<file path="src/hdl/cswd_pkg.sv">
// constants, register map and types for the clock supervisor and watchdog
// assumes a single 20 MHz system clock and a synchronous internal rc tick input
package cswd_pkg;
    localparam int          CLK_FREQ_HZ      = 20_000_000;
    localparam int          WDT_BASE_US      = 4000;
    localparam int          RC_FREQ_HZ       = 31_250;
    localparam int          WDT_BASE_TICKS   = (WDT_BASE_US * RC_FREQ_HZ) / 1_000_000;
    localparam int          WDT_POST_BITS    = 16;
    localparam int          FAIL_SAFE_MONITOR_DIV         = 64;
    localparam int          FAIL_SAFE_MONITOR_DIV_BITS    = $clog2(FAIL_SAFE_MONITOR_DIV);

    localparam logic [3:0]  ADDR_WDT_CTRL    = 4'h0;
    localparam logic [3:0]  ADDR_OSC_CTRL    = 4'h1;
    localparam logic [3:0]  ADDR_IRQ_FLAGS2  = 4'h2;

    localparam int          WDT_SOFT_EN_BIT  = 0;
    localparam int          OSC_FREQ_LSB     = 4;
    localparam int          OSC_ACTIVE_BIT   = 3;
    localparam int          OSC_SEL_LSB      = 0;
    localparam int          IRQ_FAIL_BIT     = 7;

    localparam logic [7:0]  WDT_CTRL_RESET   = 8'h00;
    localparam logic [7:0]  OSC_CTRL_RESET   = 8'h00;
    localparam logic [7:0]  IRQ_FLAGS_RESET  = 8'h00;
    localparam logic [7:0]  OSC_CTRL_WMASK   = 8'h73;

    localparam logic [1:0]  SEL_PRIMARY      = 2'h0;
    localparam logic [1:0]  SEL_SECONDARY    = 2'h1;

    typedef enum logic [2:0] {
        SRC_START     = 3'b000,
        SRC_PRIMARY   = 3'b001,
        SRC_SECONDARY = 3'b010,
        SRC_INTERNAL  = 3'b011,
        SRC_FAILSAFE  = 3'b100
    } cswd_src_t;

    typedef struct packed {
        logic [3:0] addr;
        logic [7:0] wdata;
        logic       we;
        logic       re;
    } cswd_bus_t;

    typedef struct packed {
        logic       wdt_en;
        logic [3:0] wdt_tap;
        logic       two_speed;
        logic       monitor_en;
    } cswd_cfg_t;
endpackage

</file>
<file path="src/hdl/cswd_top.sv">
// clock supervisor: watchdog, two-speed start-up and fail-safe clock monitor
// assumes all inputs are synchronous to i_clk; i_rc_tick pulses once per internal rc period
// Functional notes
// - watchdog counts internal rc ticks, base period nominally 4 ms
// - 16-bit postscaler, configured tap gives 4 ms up to 131.072 s
// - sleep, clear-watchdog, frequency-select change or clock failure clear watchdog counts
// - internal rc runs whenever the watchdog is enabled
// - soft enable bit 0 resets to 0, acts only if config leaves watchdog off
// - two-speed: run internal after reset or wake until start-up timer expires
// - reset clears oscillator control, so internal rc runs at base frequency
// - outside reset and wake, two-speed setting ignored; mode entry to a primary not yet ready runs internal until ready
// - oscillator control bit 3 set while primary clocks the device
// - monitor enabled keeps internal rc running continuously
// - sample clock is internal rc divided by 64
// - latch set on device clock fall, cleared on sample clock rise
// - failure declared when latch still set at sample clock fall
// - failure sets fail flag at bit 7 of interrupt flags register two
// - failure switches to internal block without updating oscillator control
// - only primary or secondary clock failures are detected
// - watchdog has own divider, disabling it leaves rc running for monitor
// - fail-safe ends only on reset or power-managed mode entry
// - after reset, internal clocks until primary ready, then status set, monitoring resumes
// - primary never ready: stay internal, oscillator control held at reset value
// - failure in power-managed mode: stay internal, never switch back automatically
`timescale 1ns/1ps
`default_nettype none
module cswd_top
    import cswd_pkg::*;
#(
    parameter int BASE_TICKS = WDT_BASE_TICKS,
    parameter int POST_BITS  = WDT_POST_BITS
) (
    input  wire logic       i_clk,
    input  wire logic       i_resetn,
    input  wire logic       i_ce,
    input  wire cswd_bus_t  i_bus,
    input  wire cswd_cfg_t  i_cfg,
    input  wire logic       i_rc_tick,
    input  wire logic       i_dev_clk,
    input  wire logic       i_primary_ready,
    input  wire logic       i_sleep,
    input  wire logic       i_wake,
    input  wire logic       i_clear_watchdog_instr,
    input  wire logic       i_pm_enter,
    output logic [7:0]      o_rdata,
    output logic            o_wdt_timeout,
    output logic            o_rc_on,
    output logic [2:0]      o_clk_src,
    output logic            o_rc_base
);
    localparam int BASE_W = $clog2(BASE_TICKS + 1);

    function automatic logic tap_hit(input logic [POST_BITS-1:0] cnt, input logic [3:0] tap);
        logic [POST_BITS-1:0] mask;
        mask = (POST_BITS'(1) << tap) - POST_BITS'(1);
        return (cnt & mask) == mask;
    endfunction

    cswd_src_t              src_q, src_d;
    logic [7:0]             wdt_ctrl_q;
    logic [7:0]             osc_ctrl_q, osc_ctrl_d;
    logic [7:0]             irq_q, irq_d;
    logic [BASE_W-1:0]      base_q;
    logic [POST_BITS-1:0]   post_q;
    logic [FAIL_SAFE_MONITOR_DIV_BITS-1:0] div_q;
    logic                   samp_q;
    logic                   dev_q;
    logic                   latch_q;

    // bus decode
    wire wr_wdt = i_bus.we && (i_bus.addr == ADDR_WDT_CTRL);
    wire wr_osc = i_bus.we && (i_bus.addr == ADDR_OSC_CTRL);
    wire wr_irq = i_bus.we && (i_bus.addr == ADDR_IRQ_FLAGS2);

    // watchdog enable: soft bit only matters while config leaves it off
    wire wdt_on = i_cfg.wdt_en | wdt_ctrl_q[WDT_SOFT_EN_BIT];
    // watchdog has its own divider, so rc stays on for the monitor regardless
    wire rc_on  = wdt_on | i_cfg.monitor_en;

    // sample clock: rc divided by 64, its msb is the square wave
    wire samp     = div_q[FAIL_SAFE_MONITOR_DIV_BITS-1];
    wire samp_rise = samp && !samp_q;
    wire samp_fall = !samp && samp_q;
    wire dev_fall  = dev_q && !i_dev_clk;

    // internal block failures are invisible: watch only external sources
    wire monitoring = i_cfg.monitor_en && ((src_q == SRC_PRIMARY) || (src_q == SRC_SECONDARY));
    wire fail      = i_ce && monitoring && samp_fall && latch_q;

    // frequency select change counts as a watchdog clear event
    wire freq_chg  = wr_osc && (i_bus.wdata[OSC_FREQ_LSB +: 3] != osc_ctrl_q[OSC_FREQ_LSB +: 3]);
    wire wdt_clr   = i_sleep | i_clear_watchdog_instr | freq_chg | fail;
    wire base_end  = i_rc_tick && (base_q == BASE_W'(BASE_TICKS - 1));
    wire wdt_fire  = wdt_on && base_end && tap_hit(post_q, i_cfg.wdt_tap);

    // clock source sequencing
    always_comb begin
        src_d      = src_q;
        osc_ctrl_d = osc_ctrl_q;
        if (wr_osc) begin
            osc_ctrl_d = (osc_ctrl_q & ~OSC_CTRL_WMASK) | (i_bus.wdata & OSC_CTRL_WMASK);
        end
        case (src_q)
            SRC_START: begin
                // waiting on the start-up timer; control register stays at reset status
                if (i_primary_ready) begin
                    src_d = SRC_PRIMARY;
                end
            end
            SRC_PRIMARY, SRC_SECONDARY: begin
                if (fail) begin
                    src_d = SRC_FAILSAFE;
                end
            end
            SRC_INTERNAL: begin
                src_d = SRC_INTERNAL;
            end
            SRC_FAILSAFE: begin
                src_d = SRC_FAILSAFE;
            end
            default: begin
                src_d = SRC_START;
            end
        endcase
        // power-managed entry picks the source named in the control register
        if (i_pm_enter && !fail) begin
            if (osc_ctrl_d[OSC_SEL_LSB +: 2] == SEL_PRIMARY) begin
                src_d = i_primary_ready ? SRC_PRIMARY : SRC_START;
            end else if (osc_ctrl_d[OSC_SEL_LSB +: 2] == SEL_SECONDARY) begin
                src_d = SRC_SECONDARY;
            end else begin
                src_d = SRC_INTERNAL;
            end
        end
        // wake from sleep restarts two-speed only when configured; otherwise wait on primary
        // a failure in the same cycle wins, so a wake cannot hide it
        if (i_wake && !i_pm_enter && !fail && (src_q != SRC_FAILSAFE)) begin
            src_d = (i_cfg.two_speed || !i_primary_ready) ? SRC_START : SRC_PRIMARY;
        end
        // status bit tracks primary; fail-safe leaves the register untouched
        if (src_d == SRC_PRIMARY) begin
            osc_ctrl_d[OSC_ACTIVE_BIT] = 1'b1;
        end else if ((src_d != SRC_FAILSAFE) && (src_q != SRC_FAILSAFE || i_pm_enter)) begin
            osc_ctrl_d[OSC_ACTIVE_BIT] = 1'b0;
        end
    end

    // fail flag: hardware set wins over a software clear in the same cycle
    always_comb begin
        irq_d = irq_q;
        if (wr_irq) begin
            irq_d[IRQ_FAIL_BIT] = i_bus.wdata[IRQ_FAIL_BIT];
        end
        if (fail) begin
            irq_d[IRQ_FAIL_BIT] = 1'b1;
        end
    end

    wire [7:0] rd_mux = (i_bus.addr == ADDR_WDT_CTRL)   ? wdt_ctrl_q :
                        (i_bus.addr == ADDR_OSC_CTRL)   ? osc_ctrl_q :
                        (i_bus.addr == ADDR_IRQ_FLAGS2) ? irq_q      : 8'h00;

    // internal clock runs undivided until a frequency is selected after reset
    wire rc_base_d = (osc_ctrl_d[OSC_FREQ_LSB +: 3] == 3'h0);

    always_ff @(posedge i_clk or negedge i_resetn) begin
        if (!i_resetn) begin
            src_q      <= SRC_START;
            osc_ctrl_q <= OSC_CTRL_RESET;
            irq_q      <= IRQ_FLAGS_RESET;
            wdt_ctrl_q <= WDT_CTRL_RESET;
        end else if (i_ce) begin
            src_q      <= src_d;
            osc_ctrl_q <= osc_ctrl_d;
            irq_q      <= irq_d;
            if (wr_wdt) begin
                wdt_ctrl_q <= {7'h00, i_bus.wdata[WDT_SOFT_EN_BIT]};
            end
        end
    end

    // watchdog base divider and postscaler
    always_ff @(posedge i_clk or negedge i_resetn) begin
        if (!i_resetn) begin
            base_q <= '0;
            post_q <= '0;
        end else if (i_ce) begin
            if (wdt_clr || wdt_fire || !wdt_on) begin
                base_q <= '0;
                post_q <= '0;
            end else if (base_end) begin
                base_q <= '0;
                post_q <= post_q + POST_BITS'(1);
            end else if (i_rc_tick) begin
                base_q <= base_q + BASE_W'(1);
            end
        end
    end

    // monitor divider and latch; a set and a clear together leave the latch set
    always_ff @(posedge i_clk or negedge i_resetn) begin
        if (!i_resetn) begin
            div_q   <= '0;
            samp_q  <= 1'b0;
            dev_q   <= 1'b0;
            latch_q <= 1'b0;
        end else if (i_ce) begin
            if (i_rc_tick && rc_on) begin
                div_q <= div_q + FAIL_SAFE_MONITOR_DIV_BITS'(1);
            end
            samp_q <= samp;
            dev_q  <= i_dev_clk;
            if (dev_fall) begin
                latch_q <= 1'b1;
            end else if (samp_rise) begin
                latch_q <= 1'b0;
            end
        end
    end

    always_ff @(posedge i_clk or negedge i_resetn) begin
        if (!i_resetn) begin
            o_rdata       <= 8'h00;
            o_wdt_timeout <= 1'b0;
            o_rc_on       <= 1'b0;
            o_clk_src     <= SRC_START;
            o_rc_base     <= 1'b1;
        end else if (i_ce) begin
            o_rdata       <= i_bus.re ? rd_mux : 8'h00;
            o_wdt_timeout <= wdt_fire;
            o_rc_on       <= rc_on;
            o_clk_src     <= src_d;
            o_rc_base     <= rc_base_d;
        end
    end

    a_fail_sets_flag: assert property (@(posedge i_clk) disable iff (!i_resetn)
        fail |=> irq_q[IRQ_FAIL_BIT]) else $error("fail flag not set after failure");

    a_fail_clears_wdt: assert property (@(posedge i_clk) disable iff (!i_resetn)
        fail |=> (base_q == '0) && (post_q == '0)) else $error("watchdog not cleared on failure");

    a_fail_to_safe: assert property (@(posedge i_clk) disable iff (!i_resetn)
        fail && !i_pm_enter |=> src_q == SRC_FAILSAFE ##0 o_clk_src == SRC_FAILSAFE)
        else $error("no switch to fail-safe source");

    a_safe_keeps_status: assert property (@(posedge i_clk) disable iff (!i_resetn)
        fail |=> osc_ctrl_q[OSC_ACTIVE_BIT] == $past(osc_ctrl_q[OSC_ACTIVE_BIT]))
        else $error("control status changed on fail-safe entry");

    a_safe_holds: assert property (@(posedge i_clk) disable iff (!i_resetn)
        (src_q == SRC_FAILSAFE) && i_ce && !i_pm_enter |=> src_q == SRC_FAILSAFE)
        else $error("fail-safe left without mode entry");

    a_internal_unwatched: assert property (@(posedge i_clk) disable iff (!i_resetn)
        (src_q inside {SRC_START, SRC_INTERNAL, SRC_FAILSAFE}) |-> !fail)
        else $error("failure seen on internal source");

    a_rc_on_follows: assert property (@(posedge i_clk) disable iff (!i_resetn)
        i_ce && i_resetn |=> o_rc_on == ($past(i_cfg.wdt_en) | $past(wdt_ctrl_q[0]) | $past(i_cfg.monitor_en)))
        else $error("rc enable wrong");

    a_soft_en_read: assert property (@(posedge i_clk) disable iff (!i_resetn)
        i_ce && i_bus.re && (i_bus.addr == ADDR_WDT_CTRL) |=> o_rdata[7:1] == 7'h00)
        else $error("watchdog control upper bits not zero");

    a_freq_chg_clear: assert property (@(posedge i_clk) disable iff (!i_resetn)
        i_ce && freq_chg |=> post_q == '0) else $error("frequency change did not clear postscaler");

    a_primary_status: assert property (@(posedge i_clk) disable iff (!i_resetn)
        i_ce && (src_q == SRC_START) && i_primary_ready && !i_pm_enter && !i_wake
        |=> osc_ctrl_q[OSC_ACTIVE_BIT] ##0 src_q == SRC_PRIMARY)
        else $error("primary status not set on switch");

    a_start_waits: assert property (@(posedge i_clk) disable iff (!i_resetn)
        (src_q == SRC_START) && !i_primary_ready && !i_pm_enter |=> src_q == SRC_START)
        else $error("left start without primary ready");

    // counters held at zero while off, so a late enable always starts a full period
    a_wdt_off_idle: assert property (@(posedge i_clk) disable iff (!i_resetn)
        i_ce && !wdt_on |=> (base_q == '0) && (post_q == '0))
        else $error("watchdog counts while disabled");

    a_clr_counts: assert property (@(posedge i_clk) disable iff (!i_resetn)
        i_ce && wdt_clr |=> (base_q == '0) && (post_q == '0))
        else $error("watchdog not cleared by clear event");

    a_rc_with_wdt: assert property (@(posedge i_clk) disable iff (!i_resetn)
        i_ce && i_resetn && wdt_on |=> o_rc_on)
        else $error("rc off while watchdog enabled");

    a_rc_with_monitor: assert property (@(posedge i_clk) disable iff (!i_resetn)
        i_ce && i_resetn && i_cfg.monitor_en |=> o_rc_on)
        else $error("rc off while monitor enabled");

    a_soft_en_write: assert property (@(posedge i_clk) disable iff (!i_resetn)
        i_ce && wr_wdt |=> wdt_ctrl_q == {7'h00, $past(i_bus.wdata[WDT_SOFT_EN_BIT])})
        else $error("watchdog control write wrong");

    // the sample clock divider only advances on rc ticks while rc is requested
    a_div_step: assert property (@(posedge i_clk) disable iff (!i_resetn)
        i_ce && i_resetn && i_rc_tick && rc_on |=> div_q == $past(div_q) + FAIL_SAFE_MONITOR_DIV_BITS'(1))
        else $error("sample divider did not step");

    a_latch_set: assert property (@(posedge i_clk) disable iff (!i_resetn)
        i_ce && i_resetn && dev_fall |=> latch_q)
        else $error("monitor latch not set on device clock fall");

    a_latch_clear: assert property (@(posedge i_clk) disable iff (!i_resetn)
        i_ce && samp_rise && !dev_fall |=> !latch_q)
        else $error("monitor latch not cleared on sample rise");

    a_primary_flagged: assert property (@(posedge i_clk) disable iff (!i_resetn)
        (src_q == SRC_PRIMARY) |-> osc_ctrl_q[OSC_ACTIVE_BIT])
        else $error("primary running without status bit");

    a_internal_status: assert property (@(posedge i_clk) disable iff (!i_resetn)
        (src_q inside {SRC_START, SRC_SECONDARY, SRC_INTERNAL}) |-> !osc_ctrl_q[OSC_ACTIVE_BIT])
        else $error("status bit set while not on primary");

    a_pm_leaves_safe: assert property (@(posedge i_clk) disable iff (!i_resetn)
        (src_q == SRC_FAILSAFE) && i_ce && i_pm_enter |=> src_q != SRC_FAILSAFE)
        else $error("mode entry did not end fail-safe");

    a_flag_sticky: assert property (@(posedge i_clk) disable iff (!i_resetn)
        i_ce && irq_q[IRQ_FAIL_BIT] && !wr_irq |=> irq_q[IRQ_FAIL_BIT])
        else $error("fail flag dropped without a write");
endmodule
`default_nettype wire

</file>
<file path="config.mk">
export PLATFORM = sky130hd
export DESIGN_NAME = cswd_top
export DESIGN_NICKNAME = d
export VERILOG_FILES = /design/src/hdl/cswd_pkg.sv /design/src/hdl/cswd_top.sv
export SDC_FILE = /design/constraint.sdc
export NUM_CORES = 1
export LEC_CHECK = 0
export ABC_AREA = 1
export BUFFER_PORTS_ARGS = -buffer_cell sky130_fd_sc_hd__buf_4
export CAP_MARGIN = 10
export CORE_MARGIN = 2
export CORE_UTILIZATION = 58
export DETAILED_ROUTE_END_ITERATION = 6
export HOLD_SLACK_MARGIN = 0.12
export PLACE_DENSITY = 0.85
export SLEW_MARGIN = 20
export SYNTH_ARGS = -nofsm -noshare
export SYNTH_HDL_FRONTEND = slang
export SYNTH_SLANG_ARGS = --single-unit
</file>
<file path="constraint.sdc">
create_clock -name i_clk -period 2.2 [get_ports i_clk]
set_input_delay 0.22 -clock i_clk [delete_from_list [all_inputs] [get_ports i_clk]]
set_output_delay 0.22 -clock i_clk [all_outputs]
set_load 0.02 [all_outputs]
</file>
After elaboration in Yosys (flattened, before gate mapping)
Index checks and enable logic that the tools add are counted.

Bitwise operators: 7. Shifts and indexed selects: 1. Equal/unequal tests: 13. $add $sub $neg: 4. Reduce and logical (&&, ||, !) cells: 50. Muxes and demuxes: 25.

Operator list (number): 16-bit 2-to-1 mux (2); 8-bit 2-to-1 mux (4); 7-bit 2-to-1 mux (4); 1-bit logical AND (20); 16-bit by 1-bit adder with 16-bit output (second input constant) (1); 16-bit bitwise AND (1); 16-bit equality test (1); 2-bit AND reduction (8); 1-bit by 4-bit << shifter with 16-bit output (first input constant) (1); 16-bit by 2-bit subtractor with 16-bit output (second input constant) (1); 3-bit 2-to-1 mux (4); 3-bit case mux with 4 select lines (1); 1-bit 2-to-1 mux (9); 8-bit by 7-bit bitwise OR with 8-bit output (1); 7-bit by 1-bit adder with 7-bit output (second input constant) (1); 7-bit equality test (second input constant) (1); 1-bit zero test (7); 6-bit by 1-bit adder with 6-bit output (second input constant) (1); 3-bit by 1-bit equality test with 1-bit output (second input constant) (2); 3-bit by 2-bit equality test with 1-bit output (second input constant) (2); 3-bit zero test (2); 3-bit != test (second input constant) (2); 2-bit nonzero test (3); 3-bit nonzero test (2); other kinds (11) (19).

Output and inout bits: 14. Bits of input ports: 31. Flip-flop bits (word level): 56. Logic and storage cells: 116.

Depth between registers and ports, before layout
Word-level depth: 14. Gate-level depth with buffers: 16. Gate-level depth less buffers: 14.

Worst setup path after synthesis
No wires, ideal clock.

Path kind: in2reg. From: input port i_cfg[5] in the netlist's numbering. To: register post_q[10]. Required time: 2082 ps. Path slack: 77 ps. Setup time: 118 ps. Stages: 14. Arrival: 2005 ps. Buffers on the path: 2. Cell sequence: buf_2 nor2_2 nand3_1 ha_1 or2_2 nand3_1 nor2_1 nand3_1 nor2_1 nand3_2 nand3_4 buf_4 nand3_1 nand2_1.

Longest elaborated chain between the ends: 9. Elaborated cells on any way between the ends: 10.

RTL lines: start, declared (line cswd_top.sv:37) `input wire cswd_cfg_t i_cfg,`; 1-bit by 4-bit << shifter with 16-bit output (*) (line cswd_top.sv:55) `mask = (POST_BITS'(1) << tap) - POST_BITS'(1);`; 16-bit by 2-bit subtractor with 16-bit output (*) (line cswd_top.sv:55); 16-bit bitwise AND (line cswd_top.sv:56) `return (cnt & mask) == mask;`; 16-bit equality test (*) (line cswd_top.sv:56); 1-bit logical AND (*) (line cswd_top.sv:94) `wire wdt_fire = wdt_on && base_end && tap_hit(post_q, i_cfg.wdt_tap);`; 1-bit logical OR (*) (2 in a row) (line cswd_top.sv:188) `if (wdt_clr || wdt_fire || !wdt_on) begin`; 2-bit nonzero test (no line); 2-bit AND reduction (no line); end signal, assigned (line cswd_top.sv:193) `post_q <= post_q + POST_BITS'(1);`; end, declared (line cswd_top.sv:64) `logic [POST_BITS-1:0] post_q;`.

Mark *: on every way between the ends. The rest lies on a longest branch, timed or not. A chain may end at the register's enable or synchronous reset.

Worst setup path after layout
From: register base_q[0]. To: register base_q[2].

Longest elaborated chain between the ends: 8. Elaborated cells on any way between the ends: 12.

RTL lines: start, declared (line cswd_top.sv:63) `logic [BASE_W-1:0] base_q;`; start signal, assigned (line cswd_top.sv:195) `base_q <= base_q + BASE_W'(1);`; branches (longest 8 deep; another with 7-bit by 1-bit adder with 7-bit output).

Several ways; the timed one is not identified. The select of a mux whose other input is x is not followed.

==> results.txt <==
- The run finished with clean final reports.
- Crit. End Element: flop
* Power Internal: between 1.5 and 2 mW
* Number of core rows: 27
- The via count of the first global-routing pass is between 3000 and 4000.
* Switching share of power: a little under a third
* Number of nets in the finished design: 559
* Final period demand of the worst path: a little over 2 ns
* Biggest fanout along the worst timing path: 7
- Worst clock skew: 0.0115 ns
- The library cell used most frequently in the layout, excluding fill and tap cells, is sky130_fd_sc_hd__nand2_1.
- Headroom to the max-slew limit came out at 55.7%.
* Die outline width: between 70 and 80 um
* Final design utilization: between 70% and 80%
- Post-Syn Nets: 501
* Antenna diodes: 0
- The clock passes through at most 2 buffers.
- From synthesis to final layout, the design area changed by 20.1%.
- Final weighted congestion in routability-driven placement: between 0.9 and 1
- 45 I/O pins were placed.
- For this run, the detailed router's first-pass iteration total came to 6.
- Worst skew pair latency: between 0.3 and 0.4 ns
- Syn avg cell area: roughly 7.1 um2
* All-Layer GR Usage: around 28%
* Gate Count Post-Synth: around 470
- Data arrival, critical path: 2.24 ns
- Die outline area: ~6300 um2
- Worst Hold Margin: roughly 0.13 ns
- Worst-margin pin slew: ~0.67 ns
* Max-slew violation count: 0
- Summed over all cells, the static leakage comes to ~2.0 nW.
* Sink count of the clock tree: 53
* Least setup slack across all paths after layout: 0.162 ns
- STA puts the critical path data required time at 2.41 ns.
- Clock tree synthesis inserted a total of 5 buffers.
- Summed over all nets, the switching power comes to a little over 700 uW.
* Final Routed Wirelength: 8.36 mm
- Combinational cells account for around 23% of the total power.
- Post-DP Area: ~3800 um2
- Clock share of power: roughly a quarter
- Per-cell via count in the routed design: about 5.6
* Wire length of the first global-routing pass: ~14 mm
- Maximum vdd drop: 0.000580 V
* Worst slack, placed: -0.00198 ns
* Final design area excluding fillers: a little under 4000 um2
- Post-synthesis register bit count: 53
- Global routing finished with a remaining overflow of 0.
- The mapped netlist covers 3310 um2.
- Post-DR wirelength/cell: ~14 um
- Peak Freq: around 490 MHz
- Setup repair after global routing left no endpoint under its margin.
- For this block, the initial DRC count from the detailed router was ~260.
- Clock Tree Root: sky130_fd_sc_hd__clkbuf_8
- Sequential power share: 50.7%
- Entering global routing, the biggest net connects 54 pins.
- Share of the clock period used by the worst path after layout: 92.6%
- The worst setup path is launched from a flop.
- H-tree depth: 2
- Count of input and output buffers: 42
* Post-detail-place hpwl: 6.00 mm
- CTS tree: built
* Number of design rule violations left after detail routing: 0
* Count of antenna-violating nets left after detailed routing: 0
- Setup-violating endpoint count in the final report: 0
- Cell variety after synth: 35
- The worst setup path is of the reg2reg kind.
- In the layout the commonest cells are sky130_fd_sc_hd__nand2_1 (140), sky130_fd_sc_hd__nand3_1 (59), sky130_fd_sc_hd__buf_4 (59).
- The detailed router placed approximately 3300 vias in this run.
- Cells with a size suffix above 1 make up between 10% and 20% of the layout.
* Number of fill cells: approximately 450
- Reg clk slew, reported paths: 0.10 ns
- Yosys printed 0 warnings.
- The total area inside the core boundary comes to roughly 5500 um2.
- Setup Total Neg Slack: 0 ns
* Max-cap violations: 0
- The number of hold violations in the final report is 0.
- Type of the tightest min-delay check: in2reg
- Sequential elements use between 40% and 50% of the synthesized area.
- Starting density of the core: 60.1%
* Chip height: a little under 80 um
* Total power density per cell area: about 580 nW/um2
* Number of antenna violations at the first check in global routing: 0
## worst paths after layout
kind / from / end / slack, ns / depth (start not counted)
max: base_q[0] / base_q[2] / 0.16 / 13
min: i_bus[9] / irq_q[7] / 0.13 / 3
max reg2reg: base_q[0] / base_q[2] / 0.16 / 13
min reg2reg: samp_q / samp_q / 0.48 / 2
max in group asynchronous: i_resetn / post_q[11] / 1.29 / 2
min in group asynchronous: i_resetn / div_q[3] / 0.46 / 2
## through the flow
stage	cells	power, mW
finish	596	2.29
global route	596	2.41
floorplan	465	1.48
detailed placement	585	1.68
CTS	594	2.28
global placement	585	1.65
## synth_stat cells (all sizes together)
cell type | instances | share of area [%]
nand3b | 3 | 0.68
nor4 | 1 | 0.19
a32o | 1 | 0.30
nor2 | 58 | 7.0
dfrtp | 52 | 39
o31ai | 6 | 1.4
o211ai | 1 | 0.23
inv | 46 | 5.2
a31o | 1 | 0.26
nand2 | 143 | 17
o2111ai | 1 | 0.26
ha | 5 | 1.9
nand3 | 62 | 10
xnor2 | 4 | 1.1
or2 | 5 | 0.94
nor3 | 9 | 1.4
o21ai | 23 | 3.5
buf | 7 | 1.4
a21oi | 10 | 1.5
xor2 | 16 | 4.2
dfstp | 1 | 0.79
mux2 | 2 | 0.68
clkbuf | 5 | 0.57
nand4 | 3 | 0.57
## timing repair
action,CTS,global route
buffers inserted,0,1
hold buffers,1,0
gates resized for setup,0,6
setup endpoints to repair,0,22
endpoints found under the hold margin,52,0
## registers in the layout (all words and copies together) (netlist names), 3 cells and up
name        cells
osc_ctrl_q      6
base_q          7
o_clk_src       3
post_q         15
o_rdata         8
div_q           6
## critical path, cell delays in order (launching register included)
cell,delay (ns)
sky130_fd_sc_hd__dfrtp_1,0.42
sky130_fd_sc_hd__inv_1,0.09
sky130_fd_sc_hd__ha_1,0.15
sky130_fd_sc_hd__nand2_1,0.06
sky130_fd_sc_hd__nor2_2,0.11
sky130_fd_sc_hd__nand3_1,0.14
sky130_fd_sc_hd__nor2_1,0.14
sky130_fd_sc_hd__nand3_1,0.09
sky130_fd_sc_hd__nor2_2,0.13
sky130_fd_sc_hd__nand3_4,0.15
sky130_fd_sc_hd__nand3_2,0.12
sky130_fd_sc_hd__nand2_1,0.17
sky130_fd_sc_hd__nand2_1,0.12
sky130_fd_sc_hd__nand2_1,0.06
## cell families (layout without fill, tap and decap cells)
kind of cell	Yosys count	count (layout)	share of synthesized area, %
AND/OR/NAND/NOR	284	284	37.4
buffers and inverters	58	117	7.22
flip-flops	53	53	40.1
AO/OA/AOI/OAI	43	43	7.41
XOR/XNOR	20	20	5.29
adder cells (fa/ha/maj)	5	5	1.89
multiplexers	2	2	0.680
## power by group through the flow
stage | Combinational, mW | Clock [mW] | Sequential [mW]
global placement | 0.478 | 0 | 1.17
detailed placement | 0.505 | 0 | 1.18
global route | 0.588 | 0.644 | 1.17
CTS | 0.509 | 0.613 | 1.16
floorplan | 0.299 | 0 | 1.18
finish | 0.522 | 0.606 | 1.16
## per-layer routing
metal  up-vias  wire length [um]  GRT usage, %
li1       1607                 -             -
met3        15               371          4.52
met1      1604              3590          34.5
met5         -                 0             0
met4         0               144          8.79
met2       102              4250          50.1
## area by class of cell
| class | count | area (um2) | share of cell area, % |
|---|---|---|---|
| clock buffers | 6 | 82.6 | 2.08 |
| multi-input cells | 354 | 1770 | 44.5 |
| well taps | 72 | 90.1 | 2.27 |
| flip-flops and latches | 53 | 1330 | 33.4 |
| repair buffers | 63 | 518 | 13.0 |
| inverters | 46 | 173 | 4.34 |
| clock inverters | 2 | 17.5 | 0.441 |
Power figures use the tool's default switching activity.
